==> config.mk <==
export PLATFORM = sky130hd
export DESIGN_NAME = cpm_top
export DESIGN_NICKNAME = d
export VERILOG_FILES = /design/src/rtl/cpm_pkg.sv /design/src/rtl/cpm_top.sv /design/src/rtl/cpm_tick_div.sv /design/src/rtl/cpm_clk_gate.sv
export SDC_FILE = /design/constraint.sdc
export NUM_CORES = 1
export LEC_CHECK = 0
export BUFFER_PORTS_ARGS = -buffer_cell sky130_fd_sc_hd__buf_2
export CAP_MARGIN = 20
export CORE_ASPECT_RATIO = 2
export CORE_MARGIN = 10
export CORE_UTILIZATION = 30
export DETAILED_ROUTE_END_ITERATION = 8
export GPL_ROUTABILITY_DRIVEN = 0
export SYNTH_ARGS = -nofsm -noshare
export SYNTH_HDL_FRONTEND = slang
export SYNTH_SLANG_ARGS = --single-unit
==> constraint.sdc <==
create_clock -name pclk -period 3.85 [get_ports pclk]
set_clock_uncertainty 0.2 [all_clocks]
set_input_delay 0.77 -clock pclk [delete_from_list [all_inputs] [get_ports pclk]]
set_output_delay 0.77 -clock pclk [all_outputs]
set_load 0.05 [all_outputs]
==> src/rtl/cpm_pkg.sv <==
// Package for the clock and power-mode controller.
// Assumes a 40 MHz pclk and a 32 MHz reference tick from the oscillator interface.
package cpm_pkg;

  // ****************************************************************
  // Clock rates and timing
  // ****************************************************************
  localparam int REF_HZ = 32_000_000;
  localparam int LP_CPU_HZ = 500_000;
  localparam int LP_DIV = REF_HZ / LP_CPU_HZ;
  localparam int BUS_DIV = 2;
  localparam int CLK_MHZ = 40;
  localparam int SETTLE_NS = 2000;
  localparam int SETTLE_CYC = (SETTLE_NS * CLK_MHZ + 999) / 1000;
  localparam int NPERIPH = 8;
  localparam int AW = 8;
  localparam int WMOD_W = 16;

  // ****************************************************************
  // Register map and reset values
  // ****************************************************************
  localparam logic [AW-1:0] CTRL_OFF = 8'h00;
  localparam logic [AW-1:0] GATE_OFF = 8'h04;
  localparam logic [AW-1:0] STAT_OFF = 8'h08;
  localparam logic [AW-1:0] WMOD_OFF = 8'h0c;
  localparam logic [7:0] CTRL_RST = 8'h00;
  localparam logic [NPERIPH-1:0] GATE_RST = 8'hff;
  localparam logic [WMOD_W-1:0] WMOD_RST = 16'h03e8;

  // Status field positions
  localparam int STAT_STATE_LSB = 0;
  localparam int STAT_LP_BIT = 2;
  localparam int STAT_RADIO_BIT = 3;
  localparam int STAT_WSRC_LSB = 4;
  localparam int WSRC_W = 3;

  // ****************************************************************
  // Types
  // ****************************************************************
  typedef struct packed {
    logic ser_wake_en;
    logic kbd_wake_en;
    logic tmr_wake_en;
    logic tmr_src_32k;
    logic wdog_bus;
    logic keep_osc;
    logic lp_wait;
    logic lp_run;
  } cpm_ctrl_t;

  typedef struct packed {
    logic cpu_en;
    logic bus_en;
  } cpm_clk_t;

  typedef enum logic [1:0] {
    ST_RUN = 2'b00,
    ST_WAIT = 2'b01,
    ST_STOP = 2'b10,
    ST_SETTLE = 2'b11
  } cpm_state_t;

endpackage

==> src/rtl/cpm_top.sv <==
// Clock generation and power-mode sequencing with an APB register port.
// Assumes ref_tick is a 32 MHz enable on pclk and the core signals
// wait and stop instructions as one-cycle pulses on pclk.
//
// Operation
// - Processor, bus and peripheral enables derive from the 32 MHz reference tick.
// - Bus clock runs at half the processor clock rate in both run modes.
// - Each peripheral has its own software clock gate.
// - Run mode clocks processor at full speed, regulation fully on.
// - Low-power run gives 500 kHz processor, 250 kHz bus, regulator standby.
// - Wait halts processor clock; system clocks and regulation stay on.
// - Low-power wait halts processor, bus at 250 kHz, regulator standby.
// - Stop halts all system clocks with regulator in standby.
// - Third stop level keeps circuits powered; software picks oscillator on/off.
// - Halt and wait instructions start the matching power-mode sequence.
// - Radio powered only while transmit, receive or CCA/ED runs.
// - Keypad, serial receive and wake timer can wake the device.
// - Wake counter may run from the optional 32.768 kHz crystal.
// - Internal 1 kHz oscillator times wake-up from sleep.
// - Watchdog clock selectable: dedicated internal source or bus clock.
//
// Added by the designer: register access over APB and the register offsets.
`timescale 1ns/1ps
module cpm_top
  import cpm_pkg::*;
#(
  parameter int NP = NPERIPH
) (
  // Clock and reset
  input wire logic pclk,
  input wire logic presetn,
  // APB slave
  input wire logic psel,
  input wire logic penable,
  input wire logic pwrite,
  input wire logic [cpm_pkg::AW-1:0] paddr,
  input wire logic [31:0] pwdata,
  output logic pready,
  output logic [31:0] prdata,
  output logic pslverr,
  // Reference and processor
  input wire logic ref_tick,
  input wire logic cpu_wait_instr,
  input wire logic cpu_stop_instr,
  input wire logic irq_pending,
  // Asynchronous pins
  input wire logic keypad_interrupt_unit_req,
  input wire logic serial_rxd,
  input wire logic xtal32k_clk,
  input wire logic osc1k_clk,
  // Radio activity
  input wire logic radio_tx_busy,
  input wire logic radio_rx_busy,
  input wire logic radio_cca_busy,
  // Clock and power outputs
  output cpm_pkg::cpm_clk_t clk_en,
  output logic [NP-1:0] periph_clk_en,
  output logic watchdog_monitor_clk_en,
  output logic regulator_standby,
  output logic ref_osc_enable,
  output logic cpu_halted,
  output logic radio_power_en
);
  import cpm_pkg::*;

  localparam logic [7:0] SETTLE_LOAD = 8'(SETTLE_CYC - 1);

  cpm_ctrl_t ctrl;
  logic [NP-1:0] gate;
  logic [WMOD_W-1:0] wake_mod;
  logic [WMOD_W-1:0] wake_cnt;
  logic [WSRC_W-1:0] wake_src;
  cpm_state_t state;
  cpm_state_t next_state;
  logic [7:0] settle_cnt;
  logic [3:0] sync1;
  logic [3:0] sync2;
  logic [3:0] sync3;
  logic kbd_lvl;
  logic rxd_fall;
  logic t32k_tick;
  logic t1k_tick;
  logic lp_tick;
  logic lp_active;
  logic clocks_on;
  logic src_tick;
  logic src_q;
  logic cpu_en_q;
  logic bus_tick;
  logic tmr_tick;
  logic tmr_wake;
  logic kbd_wake;
  logic ser_wake;
  logic any_wake;
  logic setup;
  logic wr_en;
  logic hit;
  logic [31:0] rdata;
  logic [WSRC_W-1:0] wsrc_set;
  logic [WSRC_W-1:0] wsrc_clr;

  // ****************************************************************
  // Pin synchronisers
  // ****************************************************************
  // Two flops per pin; a third only feeds the edge detectors
  always_ff @(posedge pclk or negedge presetn)
  begin
    if (!presetn)
    begin
      sync1 <= 4'h0;
      sync2 <= 4'h0;
      sync3 <= 4'h0;
    end
    else
    begin
      sync1 <= {osc1k_clk, xtal32k_clk, serial_rxd, keypad_interrupt_unit_req};
      sync2 <= sync1;
      sync3 <= sync2;
    end
  end

  assign kbd_lvl = sync2[0];
  assign rxd_fall = sync3[1] & ~sync2[1]; // start bit edge
  assign t32k_tick = sync2[2] & ~sync3[2];
  assign t1k_tick = sync2[3] & ~sync3[3];

  // ****************************************************************
  // Clock enable generation
  // ****************************************************************
  // Low-power rate from the reference, never from pclk
  cpm_tick_div #(
    .DIV(LP_DIV)
  ) u_lp_div (
    .clk(pclk),
    .rst_n(presetn),
    .clr(1'b0),
    .tick_in(ref_tick),
    .tick_out(lp_tick)
  );

  // Low-power rate applies in low-power run and low-power wait
  assign lp_active = (state == ST_RUN) ? ctrl.lp_run : (ctrl.lp_wait | ctrl.lp_run);
  assign clocks_on = (state == ST_RUN) || (state == ST_WAIT);
  assign src_tick = clocks_on & (lp_active ? lp_tick : ref_tick);

  // Processor tick only in run; wait keeps the rest going
  always_ff @(posedge pclk or negedge presetn)
  begin
    if (!presetn)
    begin
      src_q <= 1'b0;
      cpu_en_q <= 1'b0;
    end
    else
    begin
      src_q <= src_tick;
      cpu_en_q <= src_tick && (state == ST_RUN);
    end
  end

  // Bus is every second source tick; stop clears the phase
  cpm_tick_div #(
    .DIV(BUS_DIV)
  ) u_bus_div (
    .clk(pclk),
    .rst_n(presetn),
    .clr(!clocks_on),
    .tick_in(src_tick),
    .tick_out(bus_tick)
  );

  assign clk_en.cpu_en = cpu_en_q;
  assign clk_en.bus_en = bus_tick;

  // Per-peripheral gating of the bus enable
  cpm_clk_gate #(
    .W(NP)
  ) u_gate (
    .en(bus_tick),
    .mask(gate),
    .en_out(periph_clk_en)
  );

  // Watchdog source select; internal source runs even in stop
  always_ff @(posedge pclk or negedge presetn)
  begin
    if (!presetn)
      watchdog_monitor_clk_en <= 1'b0;
    else
      watchdog_monitor_clk_en <= ctrl.wdog_bus ? bus_tick : t1k_tick;
  end

  // ****************************************************************
  // Wake sources
  // ****************************************************************
  // Timer runs from 1 kHz by default or the 32.768 kHz crystal
  assign tmr_tick = ctrl.tmr_src_32k ? t32k_tick : t1k_tick;
  assign tmr_wake = ctrl.tmr_wake_en && tmr_tick && (wake_cnt == wake_mod);
  assign kbd_wake = ctrl.kbd_wake_en && kbd_lvl;
  assign ser_wake = ctrl.ser_wake_en && rxd_fall;
  assign any_wake = tmr_wake | kbd_wake | ser_wake;

  // Counter only advances while asleep so each sleep gets a full period
  always_ff @(posedge pclk or negedge presetn)
  begin
    if (!presetn)
      wake_cnt <= '0;
    else if (state == ST_RUN || !ctrl.tmr_wake_en || tmr_wake)
      wake_cnt <= '0;
    else if (tmr_tick && (state == ST_WAIT || state == ST_STOP))
      wake_cnt <= wake_cnt + 1'b1;
  end

  // ****************************************************************
  // Power-mode sequencer
  // ****************************************************************
  // Instructions only count in run; wake ends wait or stop
  always_comb
  begin
    next_state = state;
    unique case (state)
      ST_RUN:
      begin
        if (cpu_stop_instr)
          next_state = ST_STOP;
        else if (cpu_wait_instr)
          next_state = ST_WAIT;
      end
      ST_WAIT:
      begin
        if (irq_pending || any_wake)
          next_state = ST_RUN;
      end
      ST_STOP:
      begin
        if (any_wake)
          next_state = ST_SETTLE;
      end
      ST_SETTLE:
      begin
        if (settle_cnt == 8'h00)
          next_state = ST_RUN;
      end
    endcase
  end

  always_ff @(posedge pclk or negedge presetn)
  begin
    if (!presetn)
      state <= ST_RUN;
    else
      state <= next_state;
  end

  // Settle time covers oscillator restart before the core resumes
  always_ff @(posedge pclk or negedge presetn)
  begin
    if (!presetn)
      settle_cnt <= 8'h00;
    else if (state == ST_STOP)
      settle_cnt <= SETTLE_LOAD;
    else if (state == ST_SETTLE && settle_cnt != 8'h00)
      settle_cnt <= settle_cnt - 8'h01;
  end

  // Mode-dependent power controls
  always_ff @(posedge pclk or negedge presetn)
  begin
    if (!presetn)
    begin
      regulator_standby <= 1'b0;
      ref_osc_enable <= 1'b1;
      cpu_halted <= 1'b0;
    end
    else
    begin
      regulator_standby <= (next_state == ST_STOP) || (next_state != ST_SETTLE && lp_active);
      ref_osc_enable <= (next_state != ST_STOP) || ctrl.keep_osc;
      cpu_halted <= (next_state != ST_RUN);
    end
  end

  // Radio follows the live activity flags
  always_ff @(posedge pclk or negedge presetn)
  begin
    if (!presetn)
      radio_power_en <= 1'b0;
    else
      radio_power_en <= radio_tx_busy | radio_rx_busy | radio_cca_busy;
  end

  // ****************************************************************
  // APB registers
  // ****************************************************************
  // Zero wait states; read data captured in the setup cycle
  assign setup = psel && !penable;
  assign wr_en = psel && penable && pwrite;
  assign hit = (paddr == CTRL_OFF) || (paddr == GATE_OFF) || (paddr == STAT_OFF) || (paddr == WMOD_OFF);
  assign pready = 1'b1;
  assign pslverr = psel && penable && !hit;

  always_ff @(posedge pclk or negedge presetn)
  begin
    if (!presetn)
    begin
      ctrl <= CTRL_RST;
      gate <= GATE_RST;
      wake_mod <= WMOD_RST;
    end
    else if (wr_en)
    begin
      if (paddr == CTRL_OFF)
        ctrl <= pwdata[7:0];
      if (paddr == GATE_OFF)
        gate <= pwdata[NP-1:0];
      if (paddr == WMOD_OFF)
        wake_mod <= pwdata[WMOD_W-1:0];
    end
  end

  // Sticky wake sources, write one to clear; a new wake wins
  assign wsrc_set = {(state != ST_RUN) & tmr_wake, (state != ST_RUN) & ser_wake, (state != ST_RUN) & kbd_wake};
  assign wsrc_clr = (wr_en && paddr == STAT_OFF) ? pwdata[STAT_WSRC_LSB +: WSRC_W] : '0;

  always_ff @(posedge pclk or negedge presetn)
  begin
    if (!presetn)
      wake_src <= '0;
    else
      wake_src <= (wake_src & ~wsrc_clr) | wsrc_set;
  end

  // Read mux
  always_comb
  begin
    rdata = 32'h0000_0000;
    if (paddr == CTRL_OFF)
      rdata[7:0] = ctrl;
    else if (paddr == GATE_OFF)
      rdata[NP-1:0] = gate;
    else if (paddr == STAT_OFF)
    begin
      rdata[STAT_STATE_LSB +: 2] = state;
      rdata[STAT_LP_BIT] = lp_active;
      rdata[STAT_RADIO_BIT] = radio_power_en;
      rdata[STAT_WSRC_LSB +: WSRC_W] = wake_src;
    end
    else if (paddr == WMOD_OFF)
      rdata[WMOD_W-1:0] = wake_mod;
  end

  always_ff @(posedge pclk or negedge presetn)
  begin
    if (!presetn)
      prdata <= 32'h0000_0000;
    else if (setup && !pwrite)
      prdata <= rdata;
  end

  // ****************************************************************
  // Assertions
  // ****************************************************************
  a_bus_half_rate: assert property (@(posedge pclk) disable iff (!presetn)
    clk_en.bus_en |-> src_q && !$past(bus_tick))
    else $error("bus enable not on every second source tick");

  a_cpu_run_only: assert property (@(posedge pclk) disable iff (!presetn)
    clk_en.cpu_en |-> $past(state) == ST_RUN)
    else $error("processor tick outside run mode");

  a_stop_no_clk: assert property (@(posedge pclk) disable iff (!presetn)
    (state == ST_STOP) [*2] |-> !clk_en.bus_en && !clk_en.cpu_en && regulator_standby)
    else $error("clocks or regulation active in stop");

  a_lp_source: assert property (@(posedge pclk) disable iff (!presetn)
    src_q |-> ($past(lp_active) ? $past(lp_tick) : $past(ref_tick)))
    else $error("source tick from wrong rate");

  a_wait_entry: assert property (@(posedge pclk) disable iff (!presetn)
    state == ST_RUN && cpu_wait_instr && !cpu_stop_instr |=> state == ST_WAIT && cpu_halted)
    else $error("wait instruction did not halt processor");

  a_radio_power: assert property (@(posedge pclk) disable iff (!presetn)
    $rose(radio_rx_busy) |=> radio_power_en)
    else $error("radio not powered for receive");

  a_radio_off: assert property (@(posedge pclk) disable iff (!presetn)
    !(radio_tx_busy || radio_rx_busy || radio_cca_busy) |=> !radio_power_en)
    else $error("radio powered while idle");

  a_settle_len: assert property (@(posedge pclk) disable iff (!presetn)
    state == ST_STOP && next_state == ST_SETTLE |=> ##(SETTLE_CYC) state == ST_RUN)
    else $error("settle period length wrong");

  a_osc_keep: assert property (@(posedge pclk) disable iff (!presetn)
    state == ST_STOP && $past(state) == ST_STOP && !ref_osc_enable |-> !$past(ctrl.keep_osc))
    else $error("oscillator off although kept");

  a_wdog_select: assert property (@(posedge pclk) disable iff (!presetn)
    watchdog_monitor_clk_en |-> ($past(ctrl.wdog_bus) ? $past(bus_tick) : $past(t1k_tick)))
    else $error("watchdog enable from wrong source");

endmodule // cpm_top

==> src/rtl/cpm_tick_div.sv <==
// Enable-pulse divider: one output pulse per DIV input pulses.
// Assumes tick_in is a one-cycle enable on the same clock.
`timescale 1ns/1ps
module cpm_tick_div #(
  parameter int DIV = 2
) (
  // Clock and reset
  input wire logic clk,
  input wire logic rst_n,
  // Ticks
  input wire logic clr,
  input wire logic tick_in,
  output logic tick_out
);
  localparam int CW = (DIV > 1) ? $clog2(DIV) : 1;
  localparam logic [CW-1:0] LAST = CW'(DIV - 1);
  logic [CW-1:0] cnt;

  // Count input ticks; clear realigns the phase
  always_ff @(posedge clk or negedge rst_n)
  begin
    if (!rst_n)
    begin
      cnt <= '0;
      tick_out <= 1'b0;
    end
    else
    begin
      tick_out <= tick_in && !clr && (cnt == LAST);
      if (clr)
        cnt <= '0;
      else if (tick_in)
        cnt <= (cnt == LAST) ? '0 : cnt + 1'b1;
    end
  end
endmodule // cpm_tick_div

==> src/rtl/cpm_clk_gate.sv <==
// Per-peripheral clock gate on the bus enable pulse.
// Assumes en is registered upstream, so the gated pulses stay glitch free.
`timescale 1ns/1ps
module cpm_clk_gate #(
  parameter int W = 8
) (
  // Shared enable and mask
  input wire logic en,
  input wire logic [W-1:0] mask,
  // Gated enables
  output logic [W-1:0] en_out
);
  // Each bit passes the pulse only when its mask bit is set
  assign en_out = mask & {W{en}};
endmodule // cpm_clk_gate

==> qor.csv, run 1 <==
stage;metric;value;unit
grt;total congestion overflow;0;
min_path;count of cells along the worst hold path;0;
yosys;synthesized flop and latch total;103;
grt;via count of the first global-routing pass;3547;
finish;fin cells;688;
sta;pin slew with the least headroom to its limit;903.7;ps
sta;final hold violation count;0;
run_status;outcome;finished, final reports clean;
job;max-cap viol count;0;
cts;total of cells resized after clock tree synthesis;0;
cts;Num CTS Buffers;9;
yosys;compound-cell area share of the yosys netlist;7.171;%
sta;fmax;355.5;MHz
min_path;worst hold path endpoint;sync2[3]$_DFF_PN0_;
floorplan;initial cell density of the core;30.63;%
cts;Root Driver;clkbuf_16;
critical_path;Setup crit start kind;primary input;
critical_path;worst-case register-to-register setup slack;1190;ps
yosys;Distinct cells, synth;44;
detailed_routing;wire per inst;17.39;microns
power;relative contribution of sequential cells to total power;44.6;%
detailed_routing;number of optimization iterations in the first detailed-route pass;4;
critical_path;worst r2r path cells;8;
detailed_routing;highest metal used;met5;
critical_path;Worst R2R Start;state[0]$_DFF_PN0_;
detailed_routing;Met2 Routed Length;6.949;mm
finish;P&R area growth vs syn;17.14;%
critical_path;largest driver fanout on the critical path;4;
yosys;post-synthesis xor/xnor area fraction;7.429;%
yosys;fraction of synthesized cell area taken by the top area cell type;45.56;%
critical_path;required time reported for the critical path endpoint;2880;ps
sta;number of pins with negative max-slew slack in the final report;0;
detailed_routing;Via Count;3280;
critical_path;library cell contributing the largest single delay on the critical path;nor4_1;
sta;min Tclk post-route;2813;ps
detailed_routing;remaining routing DRC violations;0;
yosys;Async S/R FF share, synth;100.0;%
yosys;share of synthesized area spent on multiplexers;11.60;%
grt;maximum number of pins on one net before global-route repair;66;
cts;Sink Count;103;
power;worst vdd ir;0.1869;mV
power;Pint;1.907;mW
cts;CTS tree;yes;
detailed_routing;via/cell ratio;4.767;
critical_path;Worst R2R End;u_bus_div.cnt$_DFFE_PN0P_;
min_path;hold wc startpoint;sync1[3]$_DFF_PN0_;
floorplan;I/O pin total;105;
yosys;post-synthesis sequential area ratio;53.71;%
finish;fillcell total;1569;
power;leakage power total;2.647;nW
yosys;average cell area after synthesis;11.85;sq um
floorplan;area of the die;0.02190;sq mm
sta;total negative setup slack;0;ps
power;total power after layout;2.798;mW
power;power per cell area;494.1;mW/mm^2
detailed_routing;met1 wire length;3.968;mm
cts;Max clock buf depth;2;
yosys;number of enable flip-flop cells after synthesis;0;
sta;final count of negative-setup-slack endpoints;0;
finish;Reg area;0.002596;sq mm
grt;wire length of the first global-routing pass;18.74;mm
yosys;primary flip-flop cell chosen by synthesis mapping;dfrtp_1;
floorplan;DIE HEIGHT;199.5;microns
floorplan;area inside the core boundary;0.01578;sq mm
sta;max-slew headroom at the worst pin;39.29;%
yosys;post-synthesis cell count;408;
sta;final worst-path cycle share;73.06;%
cts;worst skew pair latency;350;ps
min_path;worst hold path class;reg2reg;
cts;H-tree Lvls;3;
floorplan;width of the die;109.8;microns
placed_design;HPWL after detailed placement;9.404;mm
detailed_routing;Detailed Route WL;11.96;mm
power;proportion of total power due to net switching;31.84;%
power;clock share of power;33.4;%
yosys;top cells by area, synth;dfrtp_1 46%, mux2_2 8.4%, dfstp_2 8.2%;
critical_path;Slowest Stage Delay on Critical Path;370;ps
cts;total of hold buffers inserted after clock tree synthesis;0;
yosys;Warnings, synthesis;0;
floorplan;floorplan row count;65;
yosys;simple logic cell fraction of the synthesized area;13.15;%
cts;number of buffers inserted to repair setup after CTS;0;
critical_path;critical path's most frequent cell;buf_2;
finish;final-stage net count;545;
finish;area taken by multi-input logic gates;0.002066;sq mm
critical_path;ordered cell list for the critical path;buf_2, nor4_1, nand2_1, and3_1, buf_2;
yosys;summed instance area of the synthesized netlist;0.004833;sq mm
finish;layout cell share with drive strength beyond 1;31.89;%
yosys;post-synthesis share of cell area spent on full adders, half adders and majority gates;2.071;%
placed_design;number of buffers inserted by port buffering;71;
power;Gate power share;22.0;%
critical_path;endpoint type of the worst setup path;primary output;
placed_design;placed cells;671;
detailed_routing;total length of routed met3 wires;604;microns
cts;clock slew seen by the registers of the worst setup and hold paths;70;ps
yosys;top cell type by total area after synthesis;dfrtp_1;
critical_path;category of the critical setup timing path;in2out;
grt;initial antenna violation count;2;
sta;RSZ-0062 raised after global routing;false;
detailed_routing;first-iteration detailed-routing DRC count;130;
critical_path;worst endpoint data arrival time;1840;ps
detailed_routing;number of antenna-violating nets in the routed design;0;
grt;Overall Global Routing Usage;11.30;%
yosys;main combinational cell family by area after synthesis;simple AND/OR/NAND/NOR gates;
power;Switch Pwr;890.7;uW
## worst max-delay path by stage
stage / cells after the start / startpoint / end
2_1_floorplan: 5 / paddr[1] / wake_mod[10]$_DFFE_PN0P_
3_5_place_dp: 6 / paddr[1] / gate[6]$_DFFE_PN1P_
3_3_place_gp: 6 / paddr[1] / gate[3]$_DFFE_PN1P_
5_1_grt: 5 / paddr[1] / pslverr
6_report: 5 / paddr[1] / pslverr
4_1_cts: 5 / paddr[1] / pslverr
## routing by layer
metal  vias up  GRT usage, %
li1       1539             -
met1      1639         10.56
met2        79         21.13
met3        21         2.356
met4         2         7.267
met5         -             0
## logic make-up after synthesis
logic type / count (synthesis)
AOI/OAI and AO/OA: 44
adders and majority gates: 8
DFF: 103
and+or+nand+nor: 125
xor gates and xnor gates: 41
muxes: 44
other: 2
buffers and inverters: 41
## cells in the mapped netlist (2+ instances only)
cell type   n
mux2i_1     2
dfrtp_1    88
or3_1       3
and3b_1     2
ha_1        8
nor4b_1     2
o21ai_0    11
nor3b_1     2
o21ai_1     2
nand3b_1    2
clkbuf_1    8
xor2_1     21
o211ai_1    4
mux4_2      6
and3_1      3
nor3_1      8
nor4_1     10
xnor2_1    20
buf_2       2
a22o_1     17
buf_4      19
conb_1      2
nand3_1     6
nand4_1     8
a21oi_1     3
nand2b_1    3
nand2_1    28
mux2_2     36
dfstp_2    15
inv_1      12
and2_1      9
nor2_1     34
## worst max-delay path, delay by kind of cell
family	cells	cell delay, ps
and+or+nand+nor	3	770
buffers and inverters	2	300
## per-stage QoR
step	hold WS (ps)	utilization [%]	setup WS [ps]	area [sq um]
final	152.6	35.88	1037	5662
after global routing	160.3	35.88	924.3	5662
after CTS	158.0	35.87	1047	5659
after detailed placement	141.2	33.93	798.8	5354
after global placement	134.6	33.93	834.9	5354
after floorplan	131.2	-	1305	4890
## state kept, by name, indices dropped and copies added (netlist names), 2 cells and up
name / cells
wake_src: 3
sync2: 4
sync3: 3
prdata: 16
u_lp_div.cnt: 6
ctrl: 8
state: 2
wake_mod: 16
sync1: 4
settle_cnt: 8
gate: 8
wake_cnt: 16
## power groups by stage
stage | combinational, mW | sequential [mW] | clock [mW]
5_1_grt | 0.675 | 1.26 | 0.996
2_1_floorplan | 0.409 | 1.31 | 0
6_report | 0.615 | 1.25 | 0.934
3_5_place_dp | 0.617 | 1.27 | 0
4_1_cts | 0.620 | 1.25 | 0.958
3_3_place_gp | 0.600 | 1.26 | 0
## layout by cell type, fill, tap and decap left out, types with 2 or more instances in the layout
cell,synthesis,routed
mux2i_1,2,2
nand3b_1,2,2
nand2_1,28,28
nor4_1,10,10
o211ai_1,4,4
or3_1,3,3
clkinv_4,0,2
and3b_1,2,2
nor4b_1,2,2
xnor2_1,20,20
and3_1,3,3
xor2_1,21,21
a22o_1,17,17
inv_1,12,12
nor3b_1,2,2
nand2b_1,3,3
ha_1,8,8
dfstp_2,15,15
a21oi_1,3,3
and2_1,9,9
buf_2,2,70
nand4_1,8,8
o21ai_0,11,11
nor2_1,34,34
buf_4,19,6
mux2_2,36,36
mux4_2,6,6
o21ai_1,2,2
dfrtp_1,88,88
clkbuf_16,0,9
conb_1,2,17
nand3_1,6,6
nor3_1,8,8
inv_6,0,2
## cell type report
class                           count  share of cell area (%)
Clock buffer                       10                   4.044
Antenna cell                        1                 0.04420
Clock inverter                      6                   1.348
Multi-Input combinational cell    279                   36.49
Inverter                           12                  0.7956
Sequential cell                   103                   45.86
Tap cell                          201                   4.442
Timing Repair Buffer               76                   6.983
Power figures use the tool's default switching activity.
==> run 2: changes to the inputs <==
ABC_AREA = 1   (was not set)
clock period = 2.6 ns   (was 3.85 ns; I/O delays follow)
==> run 2 against run 1 <==
  * Non-clock buffer count rose by 10
  * Design area rose by 7.2%
  * Critical path type unchanged
  * Clock power rose by 40%
  * Sequential share of layout area fell by 3.1 points
  * Via count rose by 30%
  * Worst setup slack got worse by 740 ps
  * First-iteration DRC count rose by 54%
  * Sequential power rose by 50%
  * Combinational power rose by 64%
  * Largest cell class unchanged
  * Utilization rose by 0.15 points
==> qor.csv, run 2 <==
stage;metric;value;unit;change
critical_path;dominant delay contributor by cell family on the critical path;simple AND/OR/NAND/NOR gates;;
yosys;top cells by area, synth;dfrtp_1 43%, nand2_1 10%, dfstp_2 7.6%;;
critical_path;library cell contributing the largest single delay on the critical path;buf_2;;
sta;min Tclk post-route;2298;ps;
cts;Max clock buf depth;2;;unchanged
sta;tightest hold margin;77.27;ps;-75.31 ps
finish;antenna cell count;0;;-1
yosys;post-synthesis cell count;615;;+51%
detailed_routing;number of antenna-violating nets in the routed design;0;;unchanged
sta;final worst-path cycle share;88.39;%;
yosys;top cell type by total area after synthesis;dfrtp_1;;
finish;commonest non-fill, non-tap cell in the layout;nand2_1;;
yosys;primary flip-flop cell chosen by synthesis mapping;dfrtp_1;;
job;max-cap viol count;0;;unchanged
floorplan;area of the die;0.02323;sq mm;+6.1%
critical_path;number of buffers and inverters on the critical path;3;;+1
detailed_routing;Via Count;4260;;+30%
yosys;fraction of synthesized cell area taken by the top area cell type;42.53;%;-3.0 points
detailed_routing;wire per inst;15.89;microns;-8.6%
sta;final count of negative-setup-slack endpoints;0;;unchanged
yosys;average cell area after synthesis;8.419;sq um;-29%
cts;H-tree Lvls;3;;unchanged
power;worst vdd ir;0.2830;mV;+51%
yosys;number of enable flip-flop cells after synthesis;0;;unchanged
detailed_routing;via/cell ratio;4.681;;-1.8%
grt;total congestion overflow;0;;unchanged
finish;P&R area growth vs syn;17.28;%;
critical_path;largest driver fanout on the critical path;3;;-1
cts;clock slew seen by the registers of the worst setup and hold paths;60;ps;about the same
power;proportion of total power due to net switching;34.01;%;+2.2 points
cts;Num CTS Buffers;9;;unchanged
critical_path;endpoint type of the worst setup path;primary output;;
critical_path;worst endpoint data arrival time;1580;ps;-260 ps
floorplan;floorplan row count;67;;+3.1%
detailed_routing;Detailed Route WL;14.46;mm;+21%
power;Gate power share;24.0;%;+2.0 points
yosys;most instantiated cells after synthesis;140 x nand2_1, 88 x dfrtp_1, 81 x inv_1;;
sta;number of pins with negative max-slew slack in the final report;0;;unchanged
finish;final-stage net count;762;;+40%
grt;initial antenna violation count;0;;-2
grt;via count of the first global-routing pass;4505;;+27%
floorplan;area inside the core boundary;0.01685;sq mm;+6.8%
critical_path;Slowest Stage Delay on Critical Path;300;ps;-70 ps
detailed_routing;first-iteration detailed-routing DRC count;200;;+54%
grt;wire length of the first global-routing pass;22.81;mm;+22%
critical_path;ordered cell list for the critical path;buf_2, nor2_1, nand2_1, inv_1, nand4_1, nand2_1, nor4_4, buf_2;;
power;Pint;2.769;mW;+45%
floorplan;initial cell density of the core;30.73;%;+0.093 points
detailed_routing;number of optimization iterations in the first detailed-route pass;4;;unchanged
critical_path;required time reported for the critical path endpoint;1880;ps;-1000 ps
grt;maximum number of pins on one net before global-route repair;68;;+3.0%
cts;worst skew pair latency;350;ps;about the same
power;Switch Pwr;1.427;mW;+60%
floorplan;width of the die;112.9;microns;+2.9%
cts;number of buffers inserted to repair setup after CTS;0;;unchanged
finish;share of the core filled with cells;36.04;%;+0.15 points
placed_design;HPWL after detailed placement;11.61;mm;+23%
yosys;Warnings, synthesis;0;;unchanged
yosys;Async S/R FF share, synth;100.0;%;unchanged
finish;layout cell share with drive strength beyond 1;20.77;%;-11 points
min_path;worst hold path class;in2reg;;
critical_path;category of the critical setup timing path;in2out;;
power;clock share of power;31.2;%;-2.2 points
grt;Overall Global Routing Usage;12.38;%;+1.1 points
run_status;outcome;finished, final reports clean;;
sta;final hold violation count;0;;unchanged
cts;CTS tree;yes;;
yosys;summed instance area of the synthesized netlist;0.005177;sq mm;+7.1%
yosys;post-synthesis sequential area ratio;50.14;%;-3.6 points
yosys;most frequent cell after synthesis;nand2_1;;
finish;Reg area;0.002596;sq mm;unchanged
sta;fmax;435.1;MHz;
power;leakage power total;2.961;nW;+12%
yosys;synthesized flop and latch total;103;;unchanged
placed_design;number of buffers inserted by port buffering;71;;unchanged
critical_path;Setup crit start kind;primary input;;
sta;total negative setup slack;0;ps;unchanged
floorplan;DIE HEIGHT;205.8;microns;+3.1%
cts;Sink Count;103;;unchanged
detailed_routing;remaining routing DRC violations;0;;unchanged
finish;registers with the most flip-flops;prdata: 16 flops, wake_cnt: 16 flops, wake_mod: 16 flops;;
finish;most used cells in the layout excluding fill and tap cells;140 x nand2_1, 88 x dfrtp_1, 81 x inv_1, 70 x buf_2, 58 x nor2_1;;
cts;Root Driver;clkbuf_16;;
power;relative contribution of sequential cells to total power;44.8;%;+0.2 points
finish;area taken by multi-input logic gates;0.002122;sq mm;+2.7%
sta;RSZ-0062 raised after global routing;false;;
yosys;Distinct cells, synth;40;;-9.1%
power;total power after layout;4.197;mW;+50%
placed_design;placed cells;893;;+33%
floorplan;I/O pin total;105;;unchanged
finish;fin cells;910;;+32%
finish;fillcell total;1754;;+12%
power;power per cell area;691.1;mW/mm^2;+40%
## run 2: timing repair
| item | 4_1_cts | 5_1_grt |
|---|---|---|
| setup endpoints to repair | 0 | 0 |
| hold endpoints to repair | 12 | 0 |
| hold buffers | 1 | 0 |
| gates resized for setup | 0 | 0 |
## run 2: final timing paths
path                               startpoint                   endpoint  slack (ps)  cells after the start
max in group asynchronous             presetn        gate[0]$_DFFE_PN1P_        1180                      3
setup reg to reg           state[0]$_DFF_PN0_  settle_cnt[6]$_DFFE_PN0P_         440                     10
setup / recovery                     paddr[7]                    pslverr         300                      8
min in group asynchronous             presetn         sync1[3]$_DFF_PN0_         360                      2
hold reg to reg            sync1[3]$_DFF_PN0_         sync2[3]$_DFF_PN0_         150                      0
hold / removal                     serial_rxd         sync1[1]$_DFF_PN0_          80                      1
## run 2: kinds of logic after synthesis
logic type	Yosys count	synth area share, %
AND/OR/NAND/NOR	268	23.37
XOR/XNOR	16	2.707
AO/OA/AOI/OAI	102	11.24
adder cells (fa/ha/maj)	8	1.933
flip-flops	103	50.14
multiplexers	1	0.2175
other	2	0.1451
buffers and inverters	115	10.25
## run 2: worst reg2reg max path: stages (launching register included)
cell and delay [ps]:
dfrtp_1 440, inv_1 110, buf_4 130, ha_1 260, inv_1 160, nand2_1 190
nand2_1 130, inv_1 90, nand2_1 60, o21ai_0 160, nand3_1 100
## run 2: layout make-up
cell class	count	share of cell area, %
clock buffers	12	4.224
clock inverters	4	0.4945
inverters	86	5.316
multi-input cells	412	34.95
flip-flops and latches	103	42.76
well taps	207	4.265
repair buffers	86	7.995
## run 2: metrics by stage
step	cell area, sq um	worst slack, ps
2_1_floorplan	5249	266.4
3_3_place_gp	5776	291.3
3_5_place_dp	5776	293.2
4_1_cts	6072	288.4
5_1_grt	6072	209.6
6_report	6072	301.8
## run 2: power groups by stage
stage	clock network (mW)	logic (mW)	registers (mW)
floorplan	0	0.576	2.02
global placement	0	1.01	1.91
detailed placement	0	1.03	1.91
CTS	1.34	1.03	1.88
global route	1.40	1.12	1.90
finish	1.31	1.01	1.88
## run 2: layer usage
metal	part of all wire (%)	global-route usage [%]	vias to the layer above
li1	-	-	2110
met1	34	11.48	2025
met2	58	23.90	87
met3	3.4	2.012	38
met4	4.7	8.015	0
met5	0	0	-
==> run 3: changes to the inputs <==
CORE_ASPECT_RATIO = 0.75   (was 2)
RECOVER_POWER = 100   (was not set)
==> run 3 against run 2 <==
  * Register-to-register slack lost 90 ps
  * Hold slack worse by 9.4 ps
  * Critical path depth decreased by 1
  * Critical endpoint unchanged
  * Largest cell class unchanged
  * Highest routed layer unchanged
==> qor.csv, run 3 (same netlist as run 2, synthesis figures left out) <==
stage;metric;value;unit;change
run_status;outcome;finished, final reports clean;;
critical_path;critical path's most frequent cell;inv_1;;
critical_path;required time reported for the critical path endpoint;1880;ps;about the same
floorplan;area of the die;0.02297;sq mm;-1.1%
finish;fin cells;917;;+0.77%
detailed_routing;number of antenna-violating nets in the routed design;0;;unchanged
critical_path;largest driver fanout on the critical path;9;;+6
finish;commonest non-fill, non-tap cell in the layout;nand2_1;;
detailed_routing;first-iteration detailed-routing DRC count;317;;+59%
power;power per cell area;706.2;mW/mm^2;+2.2%
floorplan;floorplan row count;41;;-39%
power;worst vdd ir;0.2935;mV;+3.7%
cts;H-tree Lvls;3;;unchanged
grt;total congestion overflow;0;;unchanged
placed_design;placed cells;900;;+0.78%
placed_design;number of buffers inserted by port buffering;71;;unchanged
grt;Overall Global Routing Usage;11.94;%;-0.44 points
cts;clock slew seen by the registers of the worst setup and hold paths;70;ps;about the same
grt;initial antenna violation count;0;;unchanged
placed_design;pre-CTS setup slack;249.6;ps;-43.59 ps
sta;total negative setup slack;0;ps;unchanged
finish;layout cell share with drive strength beyond 1;14.67;%;-6.1 points
floorplan;area inside the core boundary;0.01688;sq mm;+0.16%
cts;CTS tree;yes;;
critical_path;ordered cell list for the critical path;buf_2, or2_4, inv_1, nand4_4, inv_1, nor4_4, clkbuf_2;;
floorplan;initial cell density of the core;30.68;%;-0.050 points
job;max-cap viol count;0;;unchanged
floorplan;width of the die;171.7;microns;+52%
sta;fmax;415.8;MHz;-4.4%
sta;tightest hold margin;67.83;ps;-9.438 ps
detailed_routing;Via Count;4175;;-2.0%
sta;RSZ-0062 raised after global routing;false;;
sta;final worst-path cycle share;92.50;%;+4.1 points
cts;Max clock buf depth;2;;unchanged
finish;most used cells in the layout excluding fill and tap cells;143 x nand2_1, 88 x dfrtp_1, 83 x inv_1, 58 x nor2_1, 53 x o21ai_0;;
finish;antenna cell count;0;;unchanged
critical_path;Slowest Stage Delay on Critical Path;260;ps;-40 ps
critical_path;worst endpoint data arrival time;1680;ps;+100 ps
grt;maximum number of pins on one net before global-route repair;37;;-46%
finish;final-stage net count;761;;-0.13%
floorplan;DIE HEIGHT;133.8;microns;-35%
min_path;worst hold path class;in2reg;;
critical_path;endpoint type of the worst setup path;primary output;;
finish;P&R area growth vs syn;15.76;%;
finish;fillcell total;1778;;+1.4%
detailed_routing;Detailed Route WL;13.70;mm;-5.3%
cts;worst skew pair latency;360;ps;about the same
critical_path;library cell contributing the largest single delay on the critical path;or2_4;;
critical_path;worst-case register-to-register setup slack;350;ps;-90 ps
sta;final count of negative-setup-slack endpoints;0;;unchanged
cts;Root Driver;clkbuf_16;;
critical_path;Setup crit start kind;primary input;;
power;leakage power total;2.821;nW;-4.8%
cts;Num CTS Buffers;9;;unchanged
sta;min Tclk post-route;2405;ps;+106.7 ps
cts;Sink Count;103;;unchanged
finish;registers with the most flip-flops;prdata: 16 flops, wake_cnt: 16 flops, wake_mod: 16 flops;;
critical_path;category of the critical setup timing path;in2out;;
grt;wire length of the first global-routing pass;21.71;mm;-4.8%
sta;number of pins with negative max-slew slack in the final report;0;;unchanged
placed_design;HPWL after detailed placement;10.64;mm;-8.4%
grt;via count of the first global-routing pass;4050;;-10%
placed_design;placed inst area;0.005778;sq mm;about the same
sta;Setup WS post-layout;195.1;ps;-106.7 ps
sta;max-slew headroom at the worst pin;37.68;%;
sta;final hold violation count;0;;unchanged
detailed_routing;remaining routing DRC violations;0;;unchanged
detailed_routing;wire per inst;14.94;microns;-6.0%
finish;final design instance area without fill;0.005993;sq mm;-1.3%
floorplan;I/O pin total;105;;unchanged
sta;pin slew with the least headroom to its limit;934.8;ps;
detailed_routing;via/cell ratio;4.553;;-2.7%
detailed_routing;number of optimization iterations in the first detailed-route pass;4;;unchanged
cts;number of buffers inserted to repair setup after CTS;0;;unchanged
-- run 3: cell count changes in the layout (fill, tap and decap cells not counted), moves of 3 or more --
cell	previous run	this run
clkbuf_1	1	31
nand2_1	140	143
o21ai_2	9	3
o21ai_0	47	53
buf_2	70	38
clkbuf_2	0	9
buf_4	14	5
-- run 3: area by class of cell --
cell class,instances,area [sq um],share of cell area [%]
clock inverter,7,78.83,1.315
clock buffer,9,225.2,3.758
sequential,103,2596,43.32
inverter,86,322.8,5.386
multi-input combinational,412,2082,34.74
timing repair buffer,85,419.2,6.994
tap,215,269.0,4.489
-- run 3: path summary, 6_finish.rpt --
check,to,cells past startpoint,start
worst max register to register,wake_cnt[12]$_DFFE_PN0P_,8,sync3[3]$_DFF_PN0_
worst min register to register,sync2[0]$_DFF_PN0_,0,sync1[0]$_DFF_PN0_
min in group asynchronous,u_lp_div.cnt[1]$_DFFE_PN0P_,2,presetn
worst max-delay path,pslverr,7,paddr[1]
max in group asynchronous,wake_mod[8]$_DFFE_PN1P_,3,presetn
worst min-delay path,sync1[3]$_DFF_PN0_,1,osc1k_clk
-- run 3: repair_timing --
action                    in CTS  in global routing
hold buffers                   1                  0
gates resized for setup        0                  0
hold endpoints to repair      26                  0
-- run 3: critical path: cells and delay by family --
family	cells	cell delay (ps)
buf+inv	4	660
simple gates	3	500
-- run 3: layer usage --
| metal | GRT usage, % | vias up | share of wire (%) |
|---|---|---|---|
| met4 | 2.602 | 0 | 0.79 |
| met3 | 3.870 | 9 | 7.6 |
| met1 | 17.41 | 1955 | 50 |
| met5 | 0 | - | 0 |
| li1 | - | 2101 | - |
| met2 | 16.57 | 110 | 42 |
-- run 3: power breakdown --
group	switching, mW	internal [mW]
Sequential	0.112	1.77
Clock	0.632	0.757
Combinational	0.694	0.272
-- run 3: metrics by stage --
stage	utilization (%)	power (mW)
2_1_floorplan	-	2.592
3_3_place_gp	34.24	2.898
4_1_cts	36.10	4.318
6_report	35.51	4.232
3_5_place_dp	34.24	2.908
5_1_grt	35.51	4.482
